$ cat config.mk
export PLATFORM = sky130hd
export DESIGN_NAME = ees_top
export DESIGN_NICKNAME = d
export VERILOG_FILES = /design/src/ees_pkg.sv /design/src/ees_select_match.sv /design/src/ees_sync.sv /design/src/ees_top.sv
export SDC_FILE = /design/constraint.sdc
export NUM_CORES = 1
export LEC_CHECK = 0
export BUFFER_PORTS_ARGS = -buffer_cell sky130_fd_sc_hd__buf_4
export CAP_MARGIN = 20
export CORE_UTILIZATION = 61
export DETAILED_ROUTE_END_ITERATION = 10
export GPL_ROUTABILITY_DRIVEN = 0
export PLACE_DENSITY = 0.84
export SLEW_MARGIN = 20
export SYNTH_ARGS = -nofsm -noshare
export SYNTH_HDL_FRONTEND = slang
export SYNTH_HIERARCHICAL = 1
export SYNTH_SLANG_ARGS = --single-unit
$ cat constraint.sdc
create_clock -name clk -period 6.5 [get_ports clk]
set_input_delay 1.625 -clock clk [delete_from_list [all_inputs] [get_ports clk]]
set_output_delay 1.625 -clock clk [all_outputs]
set_load 0.01 [all_outputs]
$ cat src/ees_pkg.sv
// Shared constants, types and helpers for the EEPROM select and protect front end.
package ees_pkg;

	// Density variants; three codes of the field are unused and illegal.
	typedef enum logic [2:0] {
		DEN_1K,
		DEN_2K,
		DEN_4K,
		DEN_8K,
		DEN_16K
	} ees_density_type;

	// Byte address width of the largest variant, 2048 bytes.
	localparam int unsigned ADDR_W     = 11;
	localparam logic [3:0]  BYTE_BITS  = 4'h8;
	localparam logic [3:0]  BIT_CNT_RST = 4'h0;
	localparam logic [3:0]  STOP_SLOT_MAX = 4'h1;

	// Field positions inside the select byte, sent b7 first.
	localparam int unsigned SEL_ID_MSB = 7;
	localparam int unsigned SEL_ID_LSB = 4;
	localparam int unsigned SEL_CS_MSB = 3;
	localparam int unsigned SEL_CS_LSB = 1;
	localparam int unsigned SEL_RW_BIT = 0;
	localparam logic        RW_READ    = 1'b1;

	// Type identifier default; the value is arbitrary.
	localparam logic [3:0]  TYPE_ID_RST = 4'h6;

	// Address masks giving 128, 256, 512, 1024 and 2048 bytes.
	localparam logic [ADDR_W-1:0] MASK_1K  = 11'h07F;
	localparam logic [ADDR_W-1:0] MASK_2K  = 11'h0FF;
	localparam logic [ADDR_W-1:0] MASK_4K  = 11'h1FF;
	localparam logic [ADDR_W-1:0] MASK_8K  = 11'h3FF;
	localparam logic [ADDR_W-1:0] MASK_16K = 11'h7FF;

	// Which select positions b3..b1 still act as chip-select bits.
	localparam logic [2:0] CS_USE_SMALL = 3'h7;
	localparam logic [2:0] CS_USE_4K    = 3'h6;
	localparam logic [2:0] CS_USE_8K    = 3'h4;
	localparam logic [2:0] CS_USE_16K   = 3'h0;

	// Reset values.
	localparam logic [ADDR_W-1:0] ADDR_RST = 11'h000;
	localparam logic [7:0]        BYTE_RST = 8'h00;

	// Address mask of a density variant; illegal codes fall back to 1 Kbit.
	function automatic logic [ADDR_W-1:0] ees_addr_mask(ees_density_type d);
		unique case (d)
			DEN_1K:  return MASK_1K;
			DEN_2K:  return MASK_2K;
			DEN_4K:  return MASK_4K;
			DEN_8K:  return MASK_8K;
			DEN_16K: return MASK_16K;
			default: return MASK_1K;
		endcase
	endfunction

	// Chip-select positions compared for a density variant.
	function automatic logic [2:0] ees_cs_use(ees_density_type d);
		unique case (d)
			DEN_1K:  return CS_USE_SMALL;
			DEN_2K:  return CS_USE_SMALL;
			DEN_4K:  return CS_USE_4K;
			DEN_8K:  return CS_USE_8K;
			DEN_16K: return CS_USE_16K;
			default: return CS_USE_SMALL;
		endcase
	endfunction

endpackage

$ cat src/ees_select_match.sv
// Select byte decoder: type identifier, chip-select match and upper address.
`timescale 1ns/1ps
module ees_select_match
	import ees_pkg::*;
(
	input  wire logic [7:1]      sel_code,
	input  wire logic [2:0]      cs_pins,
	input  wire ees_density_type density,
	input  wire logic [3:0]      type_id,
	output logic                 match,
	output logic [2:0]           upper_bits
);

	logic [2:0] cs_use;
	logic [2:0] cs_code;

	// Positions taken by address bits are masked out of the compare.
	assign cs_use     = ees_cs_use(density);
	assign cs_code    = sel_code[SEL_CS_MSB:SEL_CS_LSB];
	assign upper_bits = cs_code & ~cs_use;
	assign match      = (sel_code[SEL_ID_MSB:SEL_ID_LSB] == type_id) &&
		((cs_code & cs_use) == (cs_pins & cs_use));

endmodule

$ cat src/ees_sync.sv
// Two-stage synchroniser for levels arriving from outside the clock domain.
`timescale 1ns/1ps
module ees_sync #(
	parameter int unsigned WIDTH = 1
) (
	input  wire logic             clk,
	input  wire logic             rst_b,
	input  wire logic [WIDTH-1:0] d_in,
	output logic      [WIDTH-1:0] q_out
);

	logic [WIDTH-1:0] meta_ff;
	logic [WIDTH-1:0] hold_ff;

	// The first stage is read only by the second stage.
	always_ff @(posedge clk or negedge rst_b) begin
		if (!rst_b) begin
			meta_ff <= '0;
			hold_ff <= '0;
		end else begin
			meta_ff <= d_in;
			hold_ff <= meta_ff;
		end
	end

	assign q_out = hold_ff;

endmodule

$ cat src/ees_top.sv
// Serial EEPROM bus front end: select decode, acknowledge, write protect.
`timescale 1ns/1ps
// Notes on behaviour
// - Capacity 2048 down to 128 bytes per variant.
// - Fixed four-bit type identifier checked against b7..b4.
// - Access opens with Start, select byte, acknowledge.
// - Device acknowledges in ninth bit when receiving.
// - All transfers timed by the master's serial clock.
// - Data line driven low only, open drain.
// - Chip-select pins compared against those of b3, b2, b1 not used as address.
// - Floating chip-select pins read as zero.
// - Write protect high blocks all array writes; the code only counts the level seen from Start to the end of the address byte.
// - Floating write protect reads low, writes allowed.
// - Protected: select, address acked; data bytes nacked.
// - Bus ignored until power-on reset releases.
// - Power-on reset clears state, enters standby.
// - Below threshold, device stops responding immediately.
// - Stop enters standby unless write cycle running; the code also shows standby while write_busy is high.
// - Dense variants use b3..b1 as upper address.
// - Select byte sent MSB first, b0 is read/write.
// - Read/write flag one means read, zero write.
// - Select mismatch: no acknowledge, return to standby.
// - Start is data falling while clock high.
// - Stop is data rising while clock high.
module ees_top
	import ees_pkg::*;
#(
	parameter logic [3:0] TYPE_ID = TYPE_ID_RST
) (
	input  wire logic                   clk,
	input  wire logic                   rst_b,
	input  wire logic                   scl_pin,
	input  wire logic                   sda_in,
	output logic                        sda_out,
	output logic                        sda_oe,
	input  wire logic                   chip_select_pin_0,
	input  wire logic                   chip_select_pin_1,
	input  wire logic                   chip_select_pin_2,
	input  wire logic                   write_protect_input,
	input  wire ees_pkg::ees_density_type density,
	input  wire logic                   write_busy,
	input  wire logic [7:0]             rd_data,
	output logic                        standby,
	output logic [ees_pkg::ADDR_W-1:0]  mem_addr,
	output logic [7:0]                  wr_data,
	output logic                        wr_strobe,
	output logic                        write_start
);

	typedef enum logic [3:0] {
		ST_IDLE,
		ST_DEV_BYTE,
		ST_DEV_ACK,
		ST_ADDR_BYTE,
		ST_ADDR_ACK,
		ST_DATA_IN,
		ST_DATA_ACK,
		ST_DATA_OUT,
		ST_MACK,
		ST_WAIT_STOP
	} ees_state_type;

	ees_state_type     st_ff,     nxt_st;
	logic [3:0]        cnt_ff,    nxt_cnt;
	logic [7:0]        sh_ff,     nxt_sh;
	logic              oe_ff,     nxt_oe;
	logic [ADDR_W-1:0] addr_ff,   nxt_addr;
	logic              wp_ff,     nxt_wp;
	logic              rw_ff,     nxt_rw;
	logic              wrote_ff,  nxt_wrote;
	logic              mack_ff,   nxt_mack;
	logic              strobe_ff, nxt_strobe;
	logic              wstart_ff, nxt_wstart;
	logic [7:0]        wdata_ff,  nxt_wdata;
	logic              stby_ff,   nxt_stby;
	logic              out_ff;
	logic              scl_d_ff;
	logic              sda_d_ff;

	logic [1:0]        bus_s;
	logic [3:0]        strap_s;
	logic              scl_s;
	logic              sda_s;
	logic              scl_rise;
	logic              scl_fall;
	logic              start_ev;
	logic              stop_ev;
	logic              sel_match;
	logic [2:0]        sel_upper;
	logic [ADDR_W-1:0] addr_mask;
	logic [ADDR_W-1:0] addr_inc;

	////////////////////////////////////////////////////////////////////////
	// Pin synchronisers. Unconnected strap pins rely on pad pull-downs, so
	// they arrive here as zero.
	ees_sync #(.WIDTH(2)) u_bus_sync (
		.clk   (clk),
		.rst_b (rst_b),
		.d_in  ({scl_pin, sda_in}),
		.q_out (bus_s)
	);

	ees_sync #(.WIDTH(4)) u_strap_sync (
		.clk   (clk),
		.rst_b (rst_b),
		.d_in  ({write_protect_input, chip_select_pin_2,
			chip_select_pin_1, chip_select_pin_0}),
		.q_out (strap_s)
	);

	// The serial clock is only sampled; its edges pace every bit.
	assign scl_s    = bus_s[1];
	assign sda_s    = bus_s[0];
	assign scl_rise = scl_s && !scl_d_ff;
	assign scl_fall = !scl_s && scl_d_ff;
	assign start_ev = scl_s && scl_d_ff && sda_d_ff && !sda_s;
	assign stop_ev  = scl_s && scl_d_ff && !sda_d_ff && sda_s;

	////////////////////////////////////////////////////////////////////////
	// Select byte decode from the shifted bits b7..b1.
	ees_select_match u_match (
		.sel_code   (sh_ff[7:1]),
		.cs_pins    (strap_s[2:0]),
		.density    (density),
		.type_id    (TYPE_ID),
		.match      (sel_match),
		.upper_bits (sel_upper)
	);

	// Every address update is masked to the capacity of the chosen variant.
	assign addr_mask = ees_addr_mask(density);
	assign addr_inc  = (addr_ff + 11'h001) & addr_mask;

	////////////////////////////////////////////////////////////////////////
	// Protocol sequencer. A running write cycle outranks everything, then
	// Stop, then Start, so a framing event is never lost to a bit edge.
	always_comb begin
		nxt_st     = st_ff;
		nxt_cnt    = cnt_ff;
		nxt_sh     = sh_ff;
		nxt_oe     = oe_ff;
		nxt_addr   = addr_ff;
		nxt_wp     = wp_ff;
		nxt_rw     = rw_ff;
		nxt_wrote  = wrote_ff;
		nxt_mack   = mack_ff;
		nxt_wdata  = wdata_ff;
		nxt_strobe = 1'b0;
		nxt_wstart = 1'b0;
		if (write_busy) begin
			nxt_st = ST_IDLE;
			nxt_oe = 1'b0;
		end else if (stop_ev) begin
			// Only a Stop straight after a data acknowledge commits data.
			if (st_ff == ST_DATA_IN && cnt_ff <= STOP_SLOT_MAX && wrote_ff) begin
				nxt_wstart = 1'b1;
			end
			nxt_st    = ST_IDLE;
			nxt_oe    = 1'b0;
			nxt_wrote = 1'b0;
		end else if (start_ev) begin
			nxt_st    = ST_DEV_BYTE;
			nxt_cnt   = BIT_CNT_RST;
			nxt_oe    = 1'b0;
			nxt_wrote = 1'b0;
			nxt_wp    = strap_s[3];
		end else begin
			unique case (st_ff)
				ST_IDLE, ST_WAIT_STOP: begin
					nxt_oe = 1'b0;
				end
				ST_DEV_BYTE, ST_ADDR_BYTE, ST_DATA_IN: begin
					// Protect level is gathered until the address byte ends.
					if (st_ff != ST_DATA_IN) begin
						nxt_wp = wp_ff | strap_s[3];
					end
					if (scl_rise && cnt_ff != BYTE_BITS) begin
						nxt_sh  = {sh_ff[6:0], sda_s};
						nxt_cnt = cnt_ff + 4'h1;
					end else if (scl_fall && cnt_ff == BYTE_BITS) begin
						nxt_cnt = BIT_CNT_RST;
						if (st_ff == ST_DEV_BYTE) begin
							if (sel_match) begin
								nxt_st   = ST_DEV_ACK;
								nxt_oe   = 1'b1;
								nxt_rw   = sh_ff[SEL_RW_BIT];
								nxt_addr = {sel_upper, addr_ff[7:0]} & addr_mask;
							end else begin
								nxt_st = ST_IDLE;
							end
						end else if (st_ff == ST_ADDR_BYTE) begin
							nxt_st   = ST_ADDR_ACK;
							nxt_oe   = 1'b1;
							nxt_addr = {addr_ff[10:8], sh_ff} & addr_mask;
						end else begin
							nxt_st = ST_DATA_ACK;
							nxt_oe = !wp_ff;
							if (!wp_ff) begin
								nxt_strobe = 1'b1;
								nxt_wdata  = sh_ff;
								nxt_wrote  = 1'b1;
							end
						end
					end
				end
				ST_DEV_ACK, ST_ADDR_ACK, ST_DATA_ACK: begin
					if (scl_fall) begin
						nxt_oe = 1'b0;
						if (st_ff == ST_DEV_ACK && rw_ff == RW_READ) begin
							nxt_st  = ST_DATA_OUT;
							nxt_sh  = rd_data;
							nxt_oe  = !rd_data[7];
							nxt_cnt = BIT_CNT_RST;
						end else if (st_ff == ST_DEV_ACK) begin
							nxt_st = ST_ADDR_BYTE;
						end else begin
							nxt_st = ST_DATA_IN;
							// Page writes advance only the low four bits.
							if (st_ff == ST_DATA_ACK && !wp_ff) begin
								nxt_addr = {addr_ff[10:4], addr_ff[3:0] + 4'h1}
									& addr_mask;
							end
						end
					end
				end
				ST_DATA_OUT: begin
					if (scl_rise) begin
						nxt_cnt = cnt_ff + 4'h1;
					end else if (scl_fall && cnt_ff == BYTE_BITS) begin
						nxt_oe   = 1'b0;
						nxt_st   = ST_MACK;
						nxt_cnt  = BIT_CNT_RST;
						nxt_mack = 1'b0;
					end else if (scl_fall && cnt_ff != BIT_CNT_RST) begin
						nxt_sh = {sh_ff[6:0], 1'b0};
						nxt_oe = !sh_ff[6];
					end
				end
				ST_MACK: begin
					// Advancing on the rising edge lets the array settle
					// before the next byte is loaded on the falling edge.
					if (scl_rise) begin
						if (!sda_s) begin
							nxt_mack = 1'b1;
							nxt_addr = addr_inc;
						end else begin
							nxt_st = ST_WAIT_STOP;
						end
					end else if (scl_fall && mack_ff) begin
						nxt_st  = ST_DATA_OUT;
						nxt_sh  = rd_data;
						nxt_oe  = !rd_data[7];
						nxt_cnt = BIT_CNT_RST;
					end
				end
				default: begin
					nxt_st = ST_IDLE;
					nxt_oe = 1'b0;
				end
			endcase
		end
		nxt_stby = (nxt_st == ST_IDLE);
	end

	// Power-on reset holds the whole block silent in standby.
	always_ff @(posedge clk or negedge rst_b) begin
		if (!rst_b) begin
			st_ff     <= ST_IDLE;
			cnt_ff    <= BIT_CNT_RST;
			sh_ff     <= BYTE_RST;
			oe_ff     <= 1'b0;
			addr_ff   <= ADDR_RST;
			wp_ff     <= 1'b0;
			rw_ff     <= 1'b0;
			wrote_ff  <= 1'b0;
			mack_ff   <= 1'b0;
			strobe_ff <= 1'b0;
			wstart_ff <= 1'b0;
			wdata_ff  <= BYTE_RST;
			stby_ff   <= 1'b1;
			out_ff    <= 1'b0;
			scl_d_ff  <= 1'b0;
			sda_d_ff  <= 1'b0;
		end else begin
			st_ff     <= nxt_st;
			cnt_ff    <= nxt_cnt;
			sh_ff     <= nxt_sh;
			oe_ff     <= nxt_oe;
			addr_ff   <= nxt_addr;
			wp_ff     <= nxt_wp;
			rw_ff     <= nxt_rw;
			wrote_ff  <= nxt_wrote;
			mack_ff   <= nxt_mack;
			strobe_ff <= nxt_strobe;
			wstart_ff <= nxt_wstart;
			wdata_ff  <= nxt_wdata;
			stby_ff   <= nxt_stby;
			out_ff    <= 1'b0;
			scl_d_ff  <= scl_s;
			sda_d_ff  <= sda_s;
		end
	end

	// Outputs come straight from flops.
	assign sda_out     = out_ff;
	assign sda_oe      = oe_ff;
	assign standby     = stby_ff;
	assign mem_addr    = addr_ff;
	assign wr_data     = wdata_ff;
	assign wr_strobe   = strobe_ff;
	assign write_start = wstart_ff;
endmodule

== Word level (Yosys, flattened, before mapping) ==
Cells that the tools add are included.
Word-level totals
  output and inout bits: 24
  bits of input ports: 20
  word-level logic and storage cells: 230
  register bits: 57
Cells by class
  multiplexer cells: 93
  $add $sub $neg: 3
  magnitude comparators: 1
  reduce and logical (&&, ||, !) cells: 46
  bitwise logic cells: 16
  eq/ne operators: 52
Operator list (count)
  2-to-1 mux 11 bit: 11
  2-to-1 mux 4 bit: 20
  2-to-1 mux 8 bit: 8
  AND 11 bit: 4
  one-hot mux 11 bit (4 select lines): 1
  2-to-1 mux 1 bit: 42
  one-hot mux 11 bit (3 select lines): 1
  != test 2 bit, second input constant: 16
  one-hot mux 8 bit (4 select lines): 1
  != test 5 bit, second input constant: 6
  != test 3 bit, second input constant: 9
  AND reduction 8 bit: 3
  == test 4 x 3 -> 1 bit, second input constant: 5
  one-hot mux 4 bit (5 select lines): 1
  logical AND 1 bit: 16
  one-hot mux 4 bit (4 select lines): 1
  AND reduction 14 bit: 1
  AND reduction 7 bit: 2
  == test 4 bit, second input constant: 3
  != test 6 bit, second input constant: 2
  AND reduction 12 bit: 1
  adder 11 x 1 -> 11 bit, second input constant: 1
  AND 3 bit: 3
  one-hot mux 3 bit (3 select lines): 1
  28 further kinds: 52

== Depth between registers and ports, before layout ==
Gate-level depths: netlist (run 1).
  depth after elaboration: 14
  mapped depth: 9
  mapped depth without buffers: 8

== By module ==
The synthesis (run 1) kept the hierarchy.
Modules (own cells, without submodules)
  ees_top: cells each 329, instances 1, area an instance 2930.3 µm²
  ees_sync at u_strap_sync: cells each 8, instances 1, area an instance 200.2 µm²
  ees_select_match: cells each 18, instances 1, area an instance 141.4 µm²
  ees_sync at u_bus_sync: cells each 4, instances 1, area an instance 100.1 µm²

== Worst setup path before layout (run 1) ==
OpenSTA, ideal clock, no wires.
  kind: input -> register
  from: input port density[0]
  to: register oe_ff (netlist: sda_oe)
  required time: 6422 ps
  path buffers: 0
  data arrival time: 3065 ps
  stages: 6
  path slack: 3357 ps
  cells stage by stage: nor3b_2 -> nor2_1 -> a2111oi_2 -> nor2_1 -> a2111o_1 -> a21oi_1
On the way
  cells in the longest elaborated chain, start to end: 7
  elaborated cells between the ends (all ways): 10
RTL lines
  from (decl): RTL line ees_top.sv:40  | input wire ees_pkg::ees_density_type density,
  == test 3 bit / == test 3 x 2 -> 1 bit (equally long branches): RTL line ees_pkg.sv:61  | unique case (d)
  one-hot mux 3 bit (3 select lines) (*): RTL line ees_pkg.sv:61
  AND 3 bit: RTL line ees_select_match.sv:22  | ((cs_code & cs_use) == (cs_pins & cs_use));
  == test 3 bit (*): RTL line ees_select_match.sv:22
  logical AND 1 bit (*): RTL line ees_select_match.sv:21  | assign match = (sel_code[SEL_ID_MSB:SEL_ID_LSB] == type_id) &&
  via sel_match: RTL line ees_top.sv:88  | logic sel_match;
  != test 6 bit (no source line) (*)
  AND reduction 8 bit (no source line) (*)
  to (signal assigned): RTL line ees_top.sv:288  | oe_ff <= nxt_oe;
  to (decl): RTL line ees_top.sv:66  | logic oe_ff, nxt_oe;
The timed path passes the listed nets; every way through them passes the cells marked *.
A chain may end at the register's enable or synchronous reset.

== Worst setup path after layout (run 1) ==
  from: input port density[0]
  to: register addr_ff[10] (netlist: mem_addr[10])
On the way
  elaborated cells between the ends (all ways): 30
RTL lines
  == test 3 bit / == test 3 x 2 -> 1 bit (equally long branches): RTL line ees_pkg.sv:61
  one-hot mux 3 bit (3 select lines) (*): RTL line ees_pkg.sv:61
  AND 3 bit: RTL line ees_select_match.sv:22
  == test 3 bit (*): RTL line ees_select_match.sv:22
  logical AND 1 bit (*): RTL line ees_select_match.sv:21
  via sel_match: RTL line ees_top.sv:88
  != test 3 bit (no source line) (*)
  AND reduction 14 bit (no source line) (*)
  to (signal assigned): RTL line ees_top.sv:289  | addr_ff <= nxt_addr;
  to (decl): RTL line ees_top.sv:67  | logic [ADDR_W-1:0] addr_ff, nxt_addr;
The timed path passes the listed nets; every way through them passes the cells marked *. The select of a mux whose other input is x is not followed.

==> summary.txt, run 1 <==
worst r2r path cells: 4
final instance area: 3870 sq um
total grt overflow: 0
Synth async-reset ratio: 1.00
startpoint types: primary input
final wirelength: 8.40 mm
CTS H-tree depth: 3
final hold violations: 0
CTS tree: done
Worst Setup EP: mem_addr[10]
period utilization: 0.506
relative slew slack: 0.468
clock buffer depth: 2
DR vias/cell: 6.45
Initial Util: 0.648
CTS sink count: 57
Worst R2R End: sh_ff[0]
min-delay worst type: flip-flop to flip-flop
highest-delay cell along the critical path: a2111oi_2
most frequent CP cell: nor2_1
num rows: 26
Post-synth EDFFs: 0
Hold WS: 0.349 ns
RSZ-0062 raised after global routing: no
Worst-Margin Slew: 0.796 ns
Clock Root Buffer: clkbuf_8
Seq/Total Area, Yosys: 0.423
fin crit period: 3.29 ns
syn avg cell area: 9.39 sq um
area share of the largest cell type after synthesis: 0.416
reg2reg start: st_ff[3]
buffer count from post-CTS setup fixing: 0
die height: 76.4 microns
Fillers: 402
max capacitance violation total: 0
worst setup path startpoint: density[0]
Clock Skew: 0.0110 ns
Hold Buf Count CTS: 0
Final setup viols: 0
die area: 5830 sq um
largest net degree at the start of global routing: 58
DRT iter0 DRCs: 332
setup_tns: 0 ns
Yosys reg bits: 57
Post-CTS Resized: 0
Synth area leader: dfrtp_1
Crit Path Category: primary input to flip-flop
largest cells by area after synthesis: dfrtp_1, nand2_1, mux2_2
Num CTS Buffers: 9
detailed placement HPWL: 5.91 mm
core area: 5200 sq um
crit path buf inv count: 1
antenna violations before repair: 0
Post-Syn Area: 3370 sq um
status: complete, no violations
drt wl/cell: 17.7 microns
Lkg Pwr: 1.70 nW
layout cells sized above 1: 0.223
Worst Path Required: 6.70 ns
die width: 76.4 microns
prevailing post-synth register cell: dfrtp_1
Pwr per Cell Area: 219 nW/um^2
Clock transition at path regs: 0.06 ns
synthesized instance count: 359
vias in the first global route: 2900
critical path endpoint category: flip-flop
crit path max fanout: 6
post-synth cell types: 71
I/O pins: 44
total number of vias: 3055
Layout Nets: 423
n_diodes: 0
global-route wire length before repair: 13.9 mm
data arrival time of the worst path: 3.49 ns
GR Util All Layers: 0.307
first-pass detailed-route iteration total: 6
Port Buf Inserts: 42
Synth Warn #: 6
Fmax: 304 MHz
Final Max Slew Viols: 0
synthesis-to-finish area growth: 14.9%
Top delay family on crit path: simple AND/OR/NAND/NOR gates
clk_lat worst skew: 0.34 ns
critical path depth: 7
# DRC: 0
post-route ant nets: 0
worst vdd ir: 0.160 mV
Worst R2R Setup Slack: 3.57 ns
Crit path largest cell delay: 0.52 ns
Cell Area, Placed: 3710 sq um
CP cell instances: buf_4 -> nor3b_2 -> nor2_1 -> a2111oi_2 -> nor2_1 -> nor3_1 -> a2bb2oi_1
==> layout make-up <==
cell class                      instances  area (sq um)  area share
Multi-Input combinational cell        280          1840       0.475
Sequential cell                        57          1430       0.368
Inverter                                7          26.3     0.00678
Clock inverter                          5          32.5     0.00840
Tap cell                               70          87.6      0.0226
Timing Repair Buffer                   44           330      0.0852
Clock buffer                           11           131      0.0339
==> flip-flops by register name, indices dropped and copies added (netlist names), 2 cells and up <==
name and flops:
wr_data 8, cnt_ff 4, st_ff 4, mem_addr 11, u_strap_sync/q_out 4, u_bus_sync/meta_ff 2
sh_ff 8, u_strap_sync/meta_ff 4, u_bus_sync/q_out 2
==> stage by stage <==
stage | total power [mW] | util | setup slack [ns] | cells
after floorplan | 0.503 | - | 3.36 | 362
after global placement | 0.566 | 0.713 | 2.96 | 458
after detailed placement | 0.572 | 0.713 | 2.86 | 458
after CTS | 0.852 | 0.744 | 3.24 | 474
after global routing | 0.889 | 0.744 | 3.04 | 474
final | 0.850 | 0.744 | 3.21 | 474
==> worst min path at each step <==
stage / end / cells after the start / startpoint
floorplan: u_bus_sync/q_out[0] / 0 / u_bus_sync/meta_ff[0]
global placement: u_bus_sync/q_out[0] / 0 / u_bus_sync/meta_ff[0]
detailed placement: u_bus_sync/q_out[0] / 0 / u_bus_sync/meta_ff[0]
CTS: u_strap_sync/q_out[3] / 0 / u_strap_sync/meta_ff[3]
global route: u_strap_sync/q_out[2] / 0 / u_strap_sync/meta_ff[2]
finish: u_strap_sync/q_out[1] / 0 / u_strap_sync/meta_ff[1]
==> cell usage after synthesis (3+ instances only) <==
master / instances
o21ai_0: 19
a31oi_1: 6
nand2_1: 46
nor2b_1: 12
buf_2: 3
nand2b_1: 6
dfrtp_1: 56
xnor2_1: 8
nor4_1: 9
and2_1: 3
a2bb2oi_1: 5
clkbuf_1: 11
nor3b_1: 3
nand3_1: 9
nor2_1: 20
or2_2: 3
o22ai_1: 8
ha_1: 4
mux2i_1: 4
a211oi_1: 4
mux2_2: 15
nand4_1: 3
a311oi_1: 3
a21oi_1: 21
or4_1: 3
nor3_1: 10
a21o_1: 3
inv_1: 7
or3_1: 4
==> power breakdown <==
part	switching [mW]	internal (mW)
Clock	0.144	0.137
Sequential	0.0423	0.385
Combinational	0.0730	0.0688
Total	0.260	0.590
==> per-layer routing <==
metal | part of all wire | up-vias | GRT usage
li1 | - | 1404 | -
met1 | 0.42 | 1443 | 0.420
met2 | 0.45 | 184 | 0.470
met3 | 0.10 | 24 | 0.0683
met4 | 0.020 | 0 | 0.133
met5 | 0 | - | 0
==> logic make-up (layout without fill, tap and decap cells) <==
family          count (synthesis)  after routing  synth area share
xor+xnor                       10             10            0.0260
fa+ha+maj                       4              4            0.0148
other cells                     2              5           0.00223
simple gates                  145            145             0.234
compound gates                 97             97             0.203
mux                            19             19            0.0620
buf+inv                        25             67            0.0345
flops                          57             57             0.423
==> placed cells by master (no fill, tap or decap), drive strengths merged, types with 11 or more instances in the layout <==
cell / instances
dfrtp: 56
nand2: 46
buf: 44
a21oi: 21
nor2: 20
o21ai: 19
mux2: 15
nor2b: 12
nor3: 11
clkbuf: 11
Note: power is estimated with default switching activity, not from simulation.
==> run 2: changes to the inputs <==
Settings changed: ABC_AREA set to 1, CORE_UTILIZATION 61 to 53, PLACE_DENSITY 0.84 to 0.77.
Clock period 6.5 ns to 2.9 ns, I/O delays scaled along.
==> summary.txt, run 2 <==
final hold violations: 0
Synth area leader: dfrtp_1
Cells after DPL: 661
Top delay family on crit path: simple AND/OR/NAND/NOR gates
synthesized instance count: 539
most common cell after layout, fill and taps aside: nand2_1
worst setup path startpoint: cnt_ff[0]
Worst Path Required: 3.16 ns
crit path max fanout: 16
die height: 84.3 microns
global-route wire length before repair: 15.7 mm
synthesis-to-finish area growth: 16.7%
fin crit period: 2.20 ns
GR Util All Layers: 0.284
post-route ant nets: 0
Post-Syn Area: 3590 sq um
syn avg cell area: 6.66 sq um
most common cell in the netlist: nand2_1
prevailing post-synth register cell: dfrtp_1
Storage cell area: 1430 sq um
total grt overflow: 0
largest cells by area after synthesis: dfrtp_1, nand2_1, nand3_1
max reg flops: 11
worst vdd ir: 0.437 mV
n_diodes: 0
startpoint types: flip-flop
Synth async-reset ratio: 1.00
Seq/Total Area, Yosys: 0.397
core area: 6460 sq um
CTS H-tree depth: 3
Layout Nets: 619
reg2reg start: cnt_ff[0]
detailed placement HPWL: 7.05 mm
num rows: 29
total number of vias: 3679
Post-CTS Resized: 0
first-pass detailed-route iteration total: 8
layout cells sized above 1: 0.135
Worst Setup EP: wr_data[1]
DRT iter0 DRCs: 314
antenna violations before repair: 0
status: complete, but fails checks
Lkg Pwr: 2.25 nW
DR vias/cell: 5.43
die width: 84.3 microns
Power Total: 2.02 mW
largest net degree at the start of global routing: 58
clock buffer depth: 2
highest-delay cell along the critical path: dfrtp_1
Clock Root Buffer: clkbuf_8
crit path buf inv count: 1
failing checks: DRC
Fillers: 608
Clock Skew: 0.0148 ns
CTS sink count: 57
critical path endpoint category: flip-flop
area of the multi-input gates: 1890 sq um
period utilization: 0.760
vias in the first global route: 3401
Worst-Margin Slew: 0.710 ns
Synth Warn #: 6
post-synth cell types: 35
most frequent cells in the layout: nand2_1, inv_1, nor2_1, nand3_1, dfrtp_1
Pwr per Cell Area: 483 nW/um^2
CTS tree: done
worst r2r path cells: 8
Clock transition at path regs: 0.08 ns
most frequent CP cell: nand2_1
Final setup viols: 0
Post-synth EDFFs: 0
final wirelength: 9.37 mm
Crit path largest cell delay: 0.46 ns
RSZ-0062 raised after global routing: no
# DRC: 5
buffer count from post-CTS setup fixing: 0
drt wl/cell: 13.8 microns
fin cells: 677
Worst R2R Setup Slack: 0.70 ns
I/O pins: 44
Fmax: 454 MHz
CP cell instances: inv_1 -> ha_1 -> nand2_1 -> nor2_1 -> nand2_2 -> nor4_1 -> nand2_1 -> o21ai_0
relative slew slack: 0.527
Hold Buf Count CTS: 0
Num CTS Buffers: 9
clk_lat worst skew: 0.35 ns
Crit Path Category: flip-flop to flip-flop
Initial Util: 0.556
commonest cells in the netlist: nand2_1, inv_1, nor2_1
Final Max Slew Viols: 0
max capacitance violation total: 0
min-delay worst type: flip-flop to flip-flop
critical path depth: 8
Port Buf Inserts: 42
area share of the largest cell type after synthesis: 0.390
fin util: 0.649
setup_tns: 0 ns
die area: 7110 sq um
Yosys reg bits: 57
data arrival time of the worst path: 2.46 ns
Worst R2R End: wr_data[1]
[run 2: cell count changes after synthesis, moves of 12 or more]
cell,before,now
nand2_1,46,169
nand3_1,9,60
nor2_1,20,65
nor2b_1,12,0
o21ai_0,19,41
inv_1,7,70
mux2_2,15,0
[run 2: kinds of logic (layout without fill, tap and decap cells)]
| kind of cell | after synthesis | count (layout) | synth area share |
|---|---|---|---|
| fa+ha+maj | 4 | 4 | 0.0139 |
| xor+xnor | 3 | 3 | 0.00732 |
| other cells | 2 | 9 | 0.00209 |
| compound gates | 71 | 71 | 0.111 |
| buf+inv | 79 | 133 | 0.0850 |
| flops | 57 | 57 | 0.397 |
| simple gates | 323 | 323 | 0.383 |
[run 2: how the worst min path moves through the flow]
| stage | startpoint | to | slack (ns) | cells past startpoint |
|---|---|---|---|---|
| floorplan | u_bus_sync/meta_ff[0] | u_bus_sync/q_out[0] | 0.33 | 0 |
| global placement | u_bus_sync/meta_ff[0] | u_bus_sync/q_out[0] | 0.33 | 0 |
| detailed placement | u_bus_sync/meta_ff[1] | u_bus_sync/q_out[1] | 0.33 | 0 |
| CTS | u_bus_sync/meta_ff[0] | u_bus_sync/q_out[0] | 0.35 | 0 |
| global route | u_bus_sync/meta_ff[0] | u_bus_sync/q_out[0] | 0.35 | 0 |
| finish | u_bus_sync/meta_ff[0] | u_bus_sync/q_out[0] | 0.34 | 0 |
[run 2: metal layers]
layer  wire (microns)  global-route usage  up-vias
met5                0                   0        -
met4              229               0.121        0
met3              651              0.0590       22
met2             4400               0.480      159
met1             4090               0.355     1678
li1                 -                   -     1820
[run 2: where the power goes]
group	switching (mW)	internal (mW)	total, mW
Sequential	0.0913	0.860	0.951
Clock	0.362	0.314	0.676
Combinational	0.242	0.153	0.395
[run 2: area by class of cell]
cell class	count	area share
clock buffer	9	0.0296
timing repair buffer	44	0.0788
multi-input combinational	410	0.450
tap	77	0.0230
clock inverter	7	0.0128
sequential	57	0.341
inverter	73	0.0654
[run 2: through the flow]
step                      hold slack [ns]  instance area [sq um]  worst slack, ns
after floorplan                     0.331                   3620             1.05
after global placement              0.332                   4010            0.647
after detailed placement            0.335                   4010            0.642
after CTS                           0.346                   4190            0.718
after global routing                0.349                   4190            0.420
final                               0.339                   4190            0.697
==> run 3: changes to the inputs <==
Clock period 2.9 ns to 1.9 ns, I/O delays scaled along.
==> summary.txt, run 3 (synthesized netlist as in run 2, its figures left out) <==
Worst Path Required: 2.18 ns
Port Buf Inserts: 42
min-delay worst type: primary input to flip-flop
n_diodes: 0
Crit path largest cell delay: 0.41 ns
Num CTS Buffers: 9
final instance area: 4590 sq um
DR vias/cell: 5.47
clk_lat worst skew: 0.34 ns
CTS H-tree depth: 3
Crit Path Category: flip-flop to flip-flop
max reg flops: 11
# DRC: 5
antenna violations before repair: 0
Pwr per Cell Area: 717 nW/um^2
most frequent cells in the layout: nand2_1, buf_4, inv_1, nand3_1, nor2_1
final wirelength: 10.2 mm
Hold Path Origin: sda_in
failing checks: DRC
max capacitance violation total: 0
CTS sink count: 57
crit path max fanout: 5
Clock Skew: 0.00804 ns
Final setup viols: 0
synthesis-to-finish area growth: 27.8%
Lkg Pwr: 2.45 nW
die area: 7110 sq um
post-route ant nets: 0
Fmax: 560 MHz
CP cell instances: nand2_1 -> inv_1 -> nor2_1 -> nor2_1 -> nand3_1 -> nor2_1 -> inv_1 -> nand2_1 -> nand3_1 -> nor2_2 -> inv_2 -> nor2_1 -> nand2_1 -> nand2_1
worst hold path depth: 1
layout cells sized above 1: 0.222
die width: 84.3 microns
setup_tns: 0 ns
fin crit period: 1.79 ns
fin util: 0.711
reg2reg start: sh_ff[5]
vias in the first global route: 3573
Cell Area, Placed: 4260 sq um
clock buffer depth: 2
Power Total: 3.29 mW
CTS tree: done
I/O pins: 44
largest net degree at the start of global routing: 43
worst r2r path cells: 14
die height: 84.3 microns
critical path endpoint category: flip-flop
Clock Root Buffer: clkbuf_8
global-route wire length before repair: 16.6 mm
core area: 6460 sq um
data arrival time of the worst path: 2.07 ns
startpoint types: flip-flop
first-pass detailed-route iteration total: 9
final hold violations: 0
Worst R2R Setup Slack: 0.11 ns
GR Util All Layers: 0.299
status: complete, but fails checks
Worst Hold Path EP: u_bus_sync/meta_ff[0]
DRT iter0 DRCs: 300
RSZ-0062 raised after global routing: yes
most common cell after layout, fill and taps aside: nand2_1
total number of vias: 3924
period utilization: 0.940
highest-delay cell along the critical path: dfrtp_1
Final Max Slew Viols: 0
Clock transition at path regs: 0.07 ns
worst vdd ir: 0.605 mV
total grt overflow: 0
drt wl/cell: 14.3 microns
Layout Nets: 659
Initial Util: 0.556
detailed placement HPWL: 7.55 mm
num rows: 29
Worst R2R End: mem_addr[10]
## run 3: cell count changes in the layout (fill, tap and decap cells not counted), moves of 3 or more
cell     delta
dfrtp_2     +3
inv_2       +3
nor2_2      +7
nand2_2     +4
dfrtp_1     -3
nand2_1     -5
nor2_1      -8
buf_4      +38
inv_1       -3
## run 3: worst max-delay path: cells and delay by family (launching register included)
kind | cells | cell delay [ns]
AND/OR/NAND/NOR | 11 | 1.14
flip-flops | 1 | 0.41
buffers and inverters | 3 | 0.18
## run 3: layer usage
layer,track usage,part of all wire
met1,0.358,0.40
met2,0.507,0.47
met3,0.0629,0.080
met4,0.161,0.044
met5,0,0
## run 3: metrics by stage
stage | instances | setup WS (ns) | hold WS, ns
3_5_place_dp | 692 | 0.00615 | 0.336
3_3_place_gp | 692 | 0.0180 | 0.333
6_report | 717 | 0.114 | 0.233
4_1_cts | 709 | 0.0000451 | 0.215
2_1_floorplan | 546 | 0.0581 | 0.179
5_1_grt | 717 | -0.0635 | 0.217
## run 3: worst max path at each step
stage                from            to  slack [ns]  depth (start not counted)
2_1_floorplan   cnt_ff[0]    wr_data[6]        0.06                         10
3_3_place_gp     st_ff[2]      sh_ff[2]        0.02                         10
3_5_place_dp   density[0]  mem_addr[10]       0.006                         14
4_1_cts          st_ff[2]      sh_ff[2]     0.00005                         10
5_1_grt          st_ff[1]  mem_addr[10]       -0.06                         11
6_report         sh_ff[5]  mem_addr[10]        0.11                         14
## run 3: layout make-up
class	count	area [sq um]
Timing Repair Buffer	84	646
Inverter	73	274
Sequential cell	57	1430
Fill cell	503	1870
Clock inverter	5	40.0
Clock buffer	11	151
Tap cell	77	96.3
Multi-Input combinational cell	410	1950
## run 3: timing repair
item	4_1_cts	5_1_grt
gates resized for setup	0	26
hold buffers	1	0
setup buffers	0	8
setup endpoints to repair	0	34
hold endpoints to repair	15	0
## run 3: report_power, final
part           internal [mW]  switching, mW  leakage, nW
clock network          0.547          0.523       0.0878
registers               1.31          0.110        0.732
logic                  0.349          0.449         1.63
total                   2.21           1.08         2.45
